<file path="src/design/mkps_params.svh">
// Purpose: Constants for the magnet key power switch controller.
// Assumes: 20 MHz system clock.
// Notes: Times are given in their own unit; cycle counts derive from them.
`ifndef MKPS_PARAMS_SVH
`define MKPS_PARAMS_SVH
`define MKPS_CLK_HZ 20000000
`define MKPS_HOLD_MS 1000
`define MKPS_HOLD_CYC ((`MKPS_CLK_HZ / 1000) * `MKPS_HOLD_MS)
`define MKPS_BLINK_MS 100
`define MKPS_BLINK_CYC ((`MKPS_CLK_HZ / 1000) * `MKPS_BLINK_MS)
`define MKPS_STATE_ON 1'h1
`define MKPS_STATE_OFF 1'h0
`endif

</file>
<file path="src/design/mkps_pkg.sv">
// Purpose: Types for the magnet key power switch controller.
// Assumes: Nothing beyond the parameter header.
// Notes: The struct mkps_nv_s is declared for the stored state; the controller carries it as one bit.
package mkps_pkg;
   typedef enum logic [1:0] {
      MKPS_INIT = 2'h0,
      MKPS_RUN = 2'h1
   } mkps_phase_e;

   typedef struct packed {
      logic valid;
      logic on;
   } mkps_nv_s;
endpackage

</file>
<file path="src/design/mkps_timer.sv">
// Purpose: Free counter that restarts while its run input is low.
// Assumes: One clock domain.
// Notes: The done pulse marks every completion of the interval.
`timescale 1ns/1ns
module mkps_timer #(
   parameter int unsigned COUNT = 20000000,
   parameter int unsigned WIDTH = 25
) (
   input wire logic clk_i,
   input wire logic rst_n_i,
   input wire logic run_i,
   output logic done_o
);
   typedef struct packed {
      logic [WIDTH-1:0] cnt;
   } mkps_tmr_s;

   mkps_tmr_s st_q;
   mkps_tmr_s st_d;

   // Refused at elaboration, so an interval the counter cannot reach never builds.
   if (WIDTH > 63 || COUNT < 2 || COUNT >= (64'h1 << WIDTH)) begin : g_bad_count
      $error("mkps_timer: COUNT does not fit WIDTH");
   end

   always_comb begin
      st_d = st_q;
      if (!run_i || done_o) begin
         st_d.cnt = '0;
      end else begin
         st_d.cnt = st_q.cnt + WIDTH'(1);
      end
   end

   assign done_o = run_i && (st_q.cnt == WIDTH'(COUNT - 1));

   always_ff @(posedge clk_i or negedge rst_n_i) begin
      if (!rst_n_i) begin
         st_q <= '0;
      end else begin
         st_q <= st_d;
      end
   end
endmodule

</file>
<file path="src/design/mkps_ctrl.sv">
// Purpose: On/off controller driven by a magnet key sensor with a green indicator.
// Assumes: Inputs synchronous to clk_i; nonvolatile store external, read after reset release.
// Notes: The stored state is written whenever a hold toggles the on/off state.
//
// Overview of operation
// - Blink indicator while key is sensed with the module fitted, until a hold toggles.
// - Off plus one second hold turns on.
// - On plus one second hold turns off.
// - No switch module attached means on.
// - Keep state nonvolatile, resume after power.
`timescale 1ns/1ns
`include "mkps_params.svh"
module mkps_ctrl
   import mkps_pkg::*;
#(
   parameter int unsigned HOLD_CYC = `MKPS_HOLD_CYC,
   parameter int unsigned BLINK_CYC = `MKPS_BLINK_CYC
) (
   input wire logic clk_i,
   input wire logic rst_n_i,
   input wire logic key_sensed_i,
   input wire logic module_present_i,
   input wire logic nv_on_i,
   output logic nv_we_o,
   output logic nv_on_o,
   output logic power_on_o,
   output logic led_o
);
   typedef struct packed {
      mkps_phase_e phase;
      logic on;
      logic blink;
      logic spent;
      logic nv_we;
      logic led;
      logic power;
   } mkps_st_s;

   mkps_st_s st_q;
   mkps_st_s st_d;
   logic hold_done;
   logic blink_tick;
   logic hold_run;

   // Stops once a touch has toggled, so a key left in place cannot flip the state back.
   assign hold_run = key_sensed_i && module_present_i && !st_q.spent && (st_q.phase == MKPS_RUN);

   mkps_timer #(.COUNT(HOLD_CYC), .WIDTH(32)) u_hold (
      .clk_i(clk_i),
      .rst_n_i(rst_n_i),
      .run_i(hold_run),
      .done_o(hold_done)
   );

   mkps_timer #(.COUNT(BLINK_CYC), .WIDTH(32)) u_blink (
      .clk_i(clk_i),
      .rst_n_i(rst_n_i),
      .run_i(key_sensed_i),
      .done_o(blink_tick)
   );

   always_comb begin
      st_d = st_q;
      st_d.nv_we = 1'b0;
      case (st_q.phase)
         MKPS_INIT: begin
            // Stored state is taken after reset release, never under reset.
            st_d.on = nv_on_i;
            st_d.phase = MKPS_RUN;
         end
         MKPS_RUN: begin
            if (hold_done) begin
               st_d.on = !st_q.on;
               st_d.nv_we = 1'b1;
               st_d.spent = 1'b1;
            end
         end
         default: begin
            st_d.phase = MKPS_INIT;
         end
      endcase
      // The key must leave, or the module be removed, before another hold is counted.
      if (!(key_sensed_i && module_present_i)) begin
         st_d.spent = 1'b0;
      end
      if (!key_sensed_i) begin
         st_d.blink = 1'b0;
      end else if (blink_tick) begin
         st_d.blink = !st_q.blink;
      end
      // After a toggle the indicator shows the new state steadily while the key stays.
      if (key_sensed_i && module_present_i && !st_d.spent) begin
         st_d.led = st_q.blink;
      end else begin
         st_d.led = st_d.on;
      end
      // A missing module must never leave the servos unpowered.
      st_d.power = st_d.on || !module_present_i;
   end

   always_ff @(posedge clk_i or negedge rst_n_i) begin
      if (!rst_n_i) begin
         st_q <= '{phase: MKPS_INIT, on: `MKPS_STATE_OFF, blink: 1'b0, spent: 1'b0,
                   nv_we: 1'b0, led: 1'b0, power: 1'b0};
      end else begin
         st_q <= st_d;
      end
   end

   assign nv_we_o = st_q.nv_we;
   assign nv_on_o = st_q.on;
   assign power_on_o = st_q.power;
   assign led_o = st_q.led;
endmodule

</file>
<file path="config.mk">
export PLATFORM = sky130hd
export DESIGN_NAME = mkps_ctrl
export DESIGN_NICKNAME = d
export VERILOG_FILES = /design/src/design/mkps_pkg.sv /design/src/design/mkps_timer.sv /design/src/design/mkps_ctrl.sv
export VERILOG_INCLUDE_DIRS = /design/src /design/src/design
export SDC_FILE = /design/constraint.sdc
export NUM_CORES = 1
export LEC_CHECK = 0
export BUFFER_PORTS_ARGS = -buffer_cell sky130_fd_sc_hd__buf_2
export CORE_ASPECT_RATIO = 1.1
export CORE_MARGIN = 3
export CORE_UTILIZATION = 30
export CTS_CLUSTER_DIAMETER = 30
export DETAILED_ROUTE_END_ITERATION = 8
export SKIP_LAST_GASP = 1
export SLEW_MARGIN = 20
export SYNTH_ARGS = -nofsm -noshare
export SYNTH_HDL_FRONTEND = slang
export SYNTH_SLANG_ARGS = --single-unit
export TNS_END_PERCENT = 100
</file>
<file path="constraint.sdc">
create_clock -name clk_i -period 4.7 [get_ports clk_i]
set_input_delay 0 -clock clk_i [delete_from_list [all_inputs] [get_ports clk_i]]
set_output_delay 0 -clock clk_i [all_outputs]
set_load 0.02 [all_outputs]
</file>
==> results.md, run 1 <==
* Placer Congestion at approximately 0.77
* Pre-Repair DR Iteration Count at 4
* Vias at around 2,600
* Commonest non-fill, non-tap cell in the layout: nor2_1
* FF-to-FF Start: u_hold.st_q[0]
* Fill count at 1,173
* Antenna Nets Post-Route at 0
* Sink Count at about 70
* Dpl cells at approximately 520
* Rel. slew slack at 0.411
* Class of the worst hold path: input port to flop
* Critical path required time at between 4000 and 5000 ps
* Yosys warns at 0
* CP Launch Type: flop
* Starting density of the core at 0.310
* Status: completed
* Ports at 9
* Final hold vios at 0
* CTS Buffer Depth at 2
* Total Wirelength at between 7000 and 8000 µm
* Post-synthesis mux area share at 0.00278
* Register area share after synthesis at 0.494
* H-tree depth at 3
* Core area at around 12,000 µm²
* Cells after Synth at 367
* Max Fclk at 0.417 GHz
* Rows at roughly 40
* PortBufs at 8
* Area growth syn-to-layout at 15.1%
* RSZ-0062 raised after global routing: no
* Min cycle time layout at approximately 2400 ps
* Drt initial violations at around 180
* Largest net degree at the start of global routing at 72
* Die X at around 110 µm
* Via-to-Cell Ratio at ~4.9
* Most frequent cells in the layout: nor2_1 (74), dfrtp_1 (71), xor2_1 (40)
* Worst slew pin tran at between 800 and 900 ps
* Final Slew Violations at 0
* Crit-path max FO at 32
* Syn Std Cell Area at about 3600 µm²
* Crit end category: flop
* LEAKAGE at 1.70 nW
* Setup violations, final at 0
* # Max-Cap Violations at 0
* Post-CTS sizing at 0
* GR Overflow Total at 0
* Final Cycle Share at 0.510
* Initial antenna violation count at 0
* Clock Skew at 6.24 ps
* Worst-Skew Late Latency at roughly 330 ps
* Post-CTS Setup Inserts at 0
* Proportion of layout cells with a drive suffix above 1 at 0.0987
* Post-synthesis average cell area at around 10 µm²
* Die ar. at ~13,000 µm²
* Hold path endpoint: nv_on_o
* # diodes at 0
* Storage element area at 1780 µm²
* Final net count at about 390
* DRC at 0
* Post-Synth Simple-Gate Area at 0.307
* Unique masters post-synth at just over 40
* Pwr Density at around 340 nW/µm²
* Worst setup path start: u_hold.st_q[0]
* Compound-Gate Fraction of Synth Area at 0.0247
* VDD IR max at ~0.00019 V
* Syn Nets at ~370
* TNS Setup at 0 ps
* Area of the multi-input gates at approximately 1700 µm²
* Largest family of logic cells by synthesized area: simple AND/OR/NAND/NOR gates
* Xor/xnor share of the synthesized area at 0.139
* R2R Path End: u_hold.st_q[23]
* Total CTS buffers at 9
* Root Driver: clkbuf_16
* Crit path DAT at approximately 2600 ps
* Min-delay src: nv_on_i
* Hold-critical path depth at 3
* Cts hold-fix bufs at 3
* First-pass GRT wire length at 12,400 µm
* CTS tree: done
* Vias in the first global route at around 2,700
* R2r setup slk at between 2000 and 2500 ps
* WS Path Type: flop to flop
* Clk slew on worst S/H paths at roughly 60 ps
* Yosys reg bits at 71
* R2R depth at 6
* Tot GR Track Use at 0.116
* Post-DP HPWL at roughly 4800 µm
* Post-DR wirelength/cell at between 10 and 15 µm
* Die Ht at 121 µm
* Post-synthesis adder-cell area fraction at 0.00696
* Layout Cells excl Fill at around 540
-- registers in the layout, summed over array words and instances (netlist names) --
| signal | cells |
|---|---|
| led_o | 1 |
| nv_on_o | 1 |
| nv_we_o | 1 |
| power_on_o | 1 |
| st_q | 3 |
| u_blink.st_q | 32 |
| u_hold.st_q | 32 |
-- worst max path at each step --
stage                     slack [ps]               end
after floorplan                 2860        power_on_o
after global placement          2230  u_blink.st_q[31]
after detailed placement        2280   u_hold.st_q[10]
after CTS                       2260   u_hold.st_q[10]
after global routing            2090   u_hold.st_q[18]
final                           2300   u_hold.st_q[23]
-- cell type report --
class / count / share of cell area
Inverter: 8 / 0.00725
Clock inverter: 5 / 0.0196
Sequential cell: 71 / 0.429
Tap cell: 150 / 0.0453
Timing Repair Buffer: 13 / 0.0224
Multi-Input combinational cell: 277 / 0.418
Clock buffer: 11 / 0.0586
-- synth_stat cells (all sizes together) --
library cell,count,area share
nor2,75,0.079
dfrtp,71,0.49
xor2,40,0.097
nand3,31,0.046
nand4,28,0.053
xnor2,17,0.041
nand2,15,0.016
nor4,11,0.025
buf,9,0.015
and3,8,0.014
inv,8,0.0084
nor3,6,0.011
and2,5,0.0087
nand2b,5,0.0087
nor4b,5,0.016
o21ai,5,0.0070
or3,5,0.0087
a21oi,4,0.0056
and4,3,0.0073
clkbuf,2,0.0021
ha,2,0.0070
or4,2,0.0063
conb,1,0.0010
mux2i,1,0.0028
nor2b,1,0.0017
nor4bb,1,0.0028
o2111ai,1,0.0024
o21ba,1,0.0028
o221ai,1,0.0024
o311ai,1,0.0024
o31ai,1,0.0021
or2,1,0.0017
-- stage by stage --
step / utilization / setup slack (ps) / area, µm² / hold slack, ps / total power (W)
global route: 0.357 / 2090 / 4140 / 47.2 / 0.00145
global placement: 0.325 / 2230 / 3770 / 212 / 0.000675
floorplan: - / 2860 / 3600 / -296 / 0.000655
detailed placement: 0.327 / 2280 / 3790 / 214 / 0.000677
finish: 0.357 / 2300 / 4140 / 20.2 / 0.00140
CTS: 0.357 / 2260 / 4140 / 26.8 / 0.00141
-- power breakdown --
| part | switching, W | internal, W |
|---|---|---|
| logic | 0.0000311 | 0.0000126 |
| clock network | 0.000252 | 0.000479 |
| registers | 0.00000540 | 0.000617 |
-- metal layers --
| layer | GRT usage | up-vias | routed length (µm) |
|---|---|---|---|
| met5 | 0 | - | 0 |
| met4 | 0.0393 | 0 | 143 |
| met3 | 0.0347 | 14 | 229 |
| met2 | 0.187 | 29 | 3510 |
| met1 | 0.148 | 1308 | 3160 |
| li1 | - | 1297 | - |
-- critical path: stages, from the launching register on --
cell	delay (ps)
dfrtp_1	380
ha_1	180
and3_1	370
nand2b_1	210
or3_1	480
nand3_2	490
nor2_1	130
-- cell families after synthesis --
logic type | count (synthesis)
buf+inv | 19
other cells | 1
flops | 71
simple gates | 202
compound gates | 14
xor+xnor | 57
mux | 1
fa+ha+maj | 2
Note: power is estimated with default switching activity, not from simulation.
==> inputs of run 2 (changes only) <==
==> constraint.sdc (replaced) <==
create_clock -name clk_i -period 2.2 [get_ports clk_i]
set_input_delay 0 -clock clk_i [delete_from_list [all_inputs] [get_ports clk_i]]
set_output_delay 0 -clock clk_i [all_outputs]
set_load 0.02 [all_outputs]
==> run 2 against run 1 <==
Against the previous run: clock-buffer cell count is 1 higher; via count is 0.30% higher; cell area is 1.9% higher; die area stayed put; power is 110% higher; worst setup slack worse by 2100 ps; clock skew is 1.5 ps higher; sequential share of layout area is 0.81 points lower; first-iteration DRC count is 40% lower; sequential power is 110% higher; non-clock buffer count is 9 higher; critical endpoint is now u_hold.st_q[17].
==> results.md, run 2 (synthesized netlist as in run 1, its figures left out) <==
* Status: completed (unchanged)
* CTS tree: done (unchanged)
* Clk slew on worst S/H paths at 50 ps (was 60 ps)
* Starting density of the core at 0.310 (unchanged)
* Dpl cells at 525 (was 516)
* CP Launch Type: flop (unchanged)
* LEAKAGE at 1.76 nW (was 1.70 nW)
* TNS Setup at 0 ps (unchanged)
* PortBufs at 8 (unchanged)
* Ports at 9 (unchanged)
* Die Ht at 121 µm (unchanged)
* Initial antenna violation count at 0 (unchanged)
* Layout Cells excl Fill at 544 (was 535)
* VDD IR max at 0.000488 V (was 0.000194 V)
* R2r setup slk at 160 ps (was 2300 ps)
* Final Cycle Share at 0.927 (was 0.510)
* WS Path Type: flop to flop (unchanged)
* Worst-Skew Late Latency at 330 ps (about the same)
* Total Wirelength at 7090 µm (was 7040 µm)
* Hold WS at 33.8 ps (was 20.2 ps)
* RSZ-0062 raised after global routing: no (unchanged)
* Crit path DAT at 2250 ps (was 2580 ps)
* Pre-Repair DR Iteration Count at 4 (unchanged)
* FF-to-FF Start: u_hold.st_q[23] (was u_hold.st_q[0])
* Largest net degree at the start of global routing at 72 (unchanged)
* Post-DP HPWL at 4700 µm (was 4770 µm)
* Placer Congestion at 0.799 (was 0.766)
* Sink Count at 71 (unchanged)
* DRC at 0 (unchanged)
* Post-CTS Setup Inserts at 0 (unchanged)
* Slowest CP cell: or3_1 (was nand3_2)
* CP Cell Sequence: nor4b_1 -> nand4_1 -> or3_1 -> nand3_2 -> buf_12 -> nor2_1 (was ha_1 -> and3_1 -> nand2b_1 -> or3_1 -> nand3_2 -> nor2_1)
* Tot GR Track Use at 0.120 (was 0.116)
* # Max-Cap Violations at 0 (unchanged)
* Post-CTS sizing at 0 (unchanged)
* R2R depth at 6 (unchanged)
* Commonest non-fill, non-tap cell in the layout: nor2_1 (unchanged)
* Min-delay src: nv_on_i (unchanged)
* Crit-path max cell delay at 500 ps (was 490 ps)
* Final net count at 396 (was 387)
* Proportion of layout cells with a drive suffix above 1 at 0.114 (was 0.0987)
* Hold-critical path depth at 3 (unchanged)
* Critical path required time at 2410 ps (was 4880 ps)
* First-pass GRT wire length at 12,700 µm (was 12,400 µm)
* Area growth syn-to-layout at 17.4% (was 15.1%)
* Most frequent cells in the layout: nor2_1 (74), dfrtp_1 (71), xor2_1 (40) (unchanged)
* Class of the worst hold path: input port to flop (unchanged)
* Clock Skew at 7.73 ps (was 6.24 ps)
* H-tree depth at 3 (unchanged)
* GR Overflow Total at 0 (unchanged)
* Crit end category: flop (unchanged)
* Setup violations, final at 0 (unchanged)
* Fin area at 4220 µm² (was 4140 µm²)
* Root Driver: clkbuf_16 (unchanged)
* Hold path endpoint: nv_on_o (unchanged)
* Final Slew Violations at 0 (unchanged)
* Vias in the first global route at 2,779 (was 2,684)
* Die ar. at 13,300 µm² (unchanged)
* Post-DP Area at 3880 µm² (was 3790 µm²)
* Top flop regs: u_blink.st_q (32), u_hold.st_q (32), st_q (3) (unchanged)
* Total CTS buffers at 9 (unchanged)
* # diodes at 0 (unchanged)
* Crit-path max FO at 32 (unchanged)
* Core area at 11,600 µm² (unchanged)
* R2R Path End: u_hold.st_q[17] (was u_hold.st_q[23])
* Min cycle time layout at 2040 ps (was 2400 ps)
* Max Fclk at 0.490 GHz (was 0.417 GHz)
* Post-DR wirelength/cell at 13.0 µm (was 13.2 µm)
* Antenna Nets Post-Route at 0 (unchanged)
* CTS Buffer Depth at 2 (unchanged)
* Rows at 41 (unchanged)
* Via-to-Cell Ratio at 4.88 (was 4.95)
* Vias at 2,656 (was 2,648)
* Final hold vios at 0 (unchanged)
* Pwr Density at 693 nW/µm² (was 337 nW/µm²)
* Drt initial violations at 107 (was 177)
* Die X at 110 µm (unchanged)
[run 2: repair_timing]
action / 4_1_cts / 5_1_grt
hold endpoints to repair: 74 / 0
hold buffers: 3 / 0
setup endpoints to repair: 0 / 0
[run 2: routing by layer]
| layer | part of all wire | wire length [µm] | GRT usage |
|---|---|---|---|
| met4 | 0.015 | 109 | 0.0408 |
| met2 | 0.49 | 3440 | 0.201 |
| met3 | 0.030 | 211 | 0.0422 |
| met1 | 0.47 | 3330 | 0.141 |
| met5 | 0 | 0 | 0 |
[run 2: area by class of cell]
| type | instances | area [µm²] |
|---|---|---|
| fill | 1194 | 7370 |
| sequential | 71 | 1780 |
| multi-input combinational | 277 | 1730 |
| clock buffer | 12 | 236 |
| timing repair buffer | 22 | 190 |
| tap | 150 | 188 |
| clock inverter | 4 | 70.1 |
| inverter | 8 | 30.0 |
[run 2: worst max-delay path by stage]
stage | startpoint | to | slack, ps
global route | u_blink.st_q[0] | u_blink.st_q[27] | 20
detailed placement | u_hold.st_q[15] | u_hold.st_q[16] | 160
finish | u_hold.st_q[23] | u_hold.st_q[17] | 160
floorplan | u_hold.st_q[0] | power_on_o | 360
global placement | u_hold.st_q[15] | power_on_o | 160
CTS | u_hold.st_q[15] | u_hold.st_q[17] | 150
[run 2: metrics by stage]
step / setup slack, ps / utilization / power (W)
CTS: 151 / 0.364 / 0.00298
global route: 16.7 / 0.364 / 0.00305
detailed placement: 155 / 0.335 / 0.00146
floorplan: 359 / - / 0.00140
finish: 161 / 0.364 / 0.00293
global placement: 157 / 0.335 / 0.00145
[run 2: worst max-delay path, delay by kind of cell, from the launching register on]
family | cells | cell delay (ps)
buf+inv | 1 | 180
flops | 1 | 430
simple gates | 5 | 1290
[run 2: power by group]
part / leakage (nW) / switching [W] / internal [W]
clock network: 0.151 / 0.000505 / 0.000988
logic: 0.630 / 0.0000692 / 0.0000335
registers: 0.979 / 0.0000116 / 0.00132
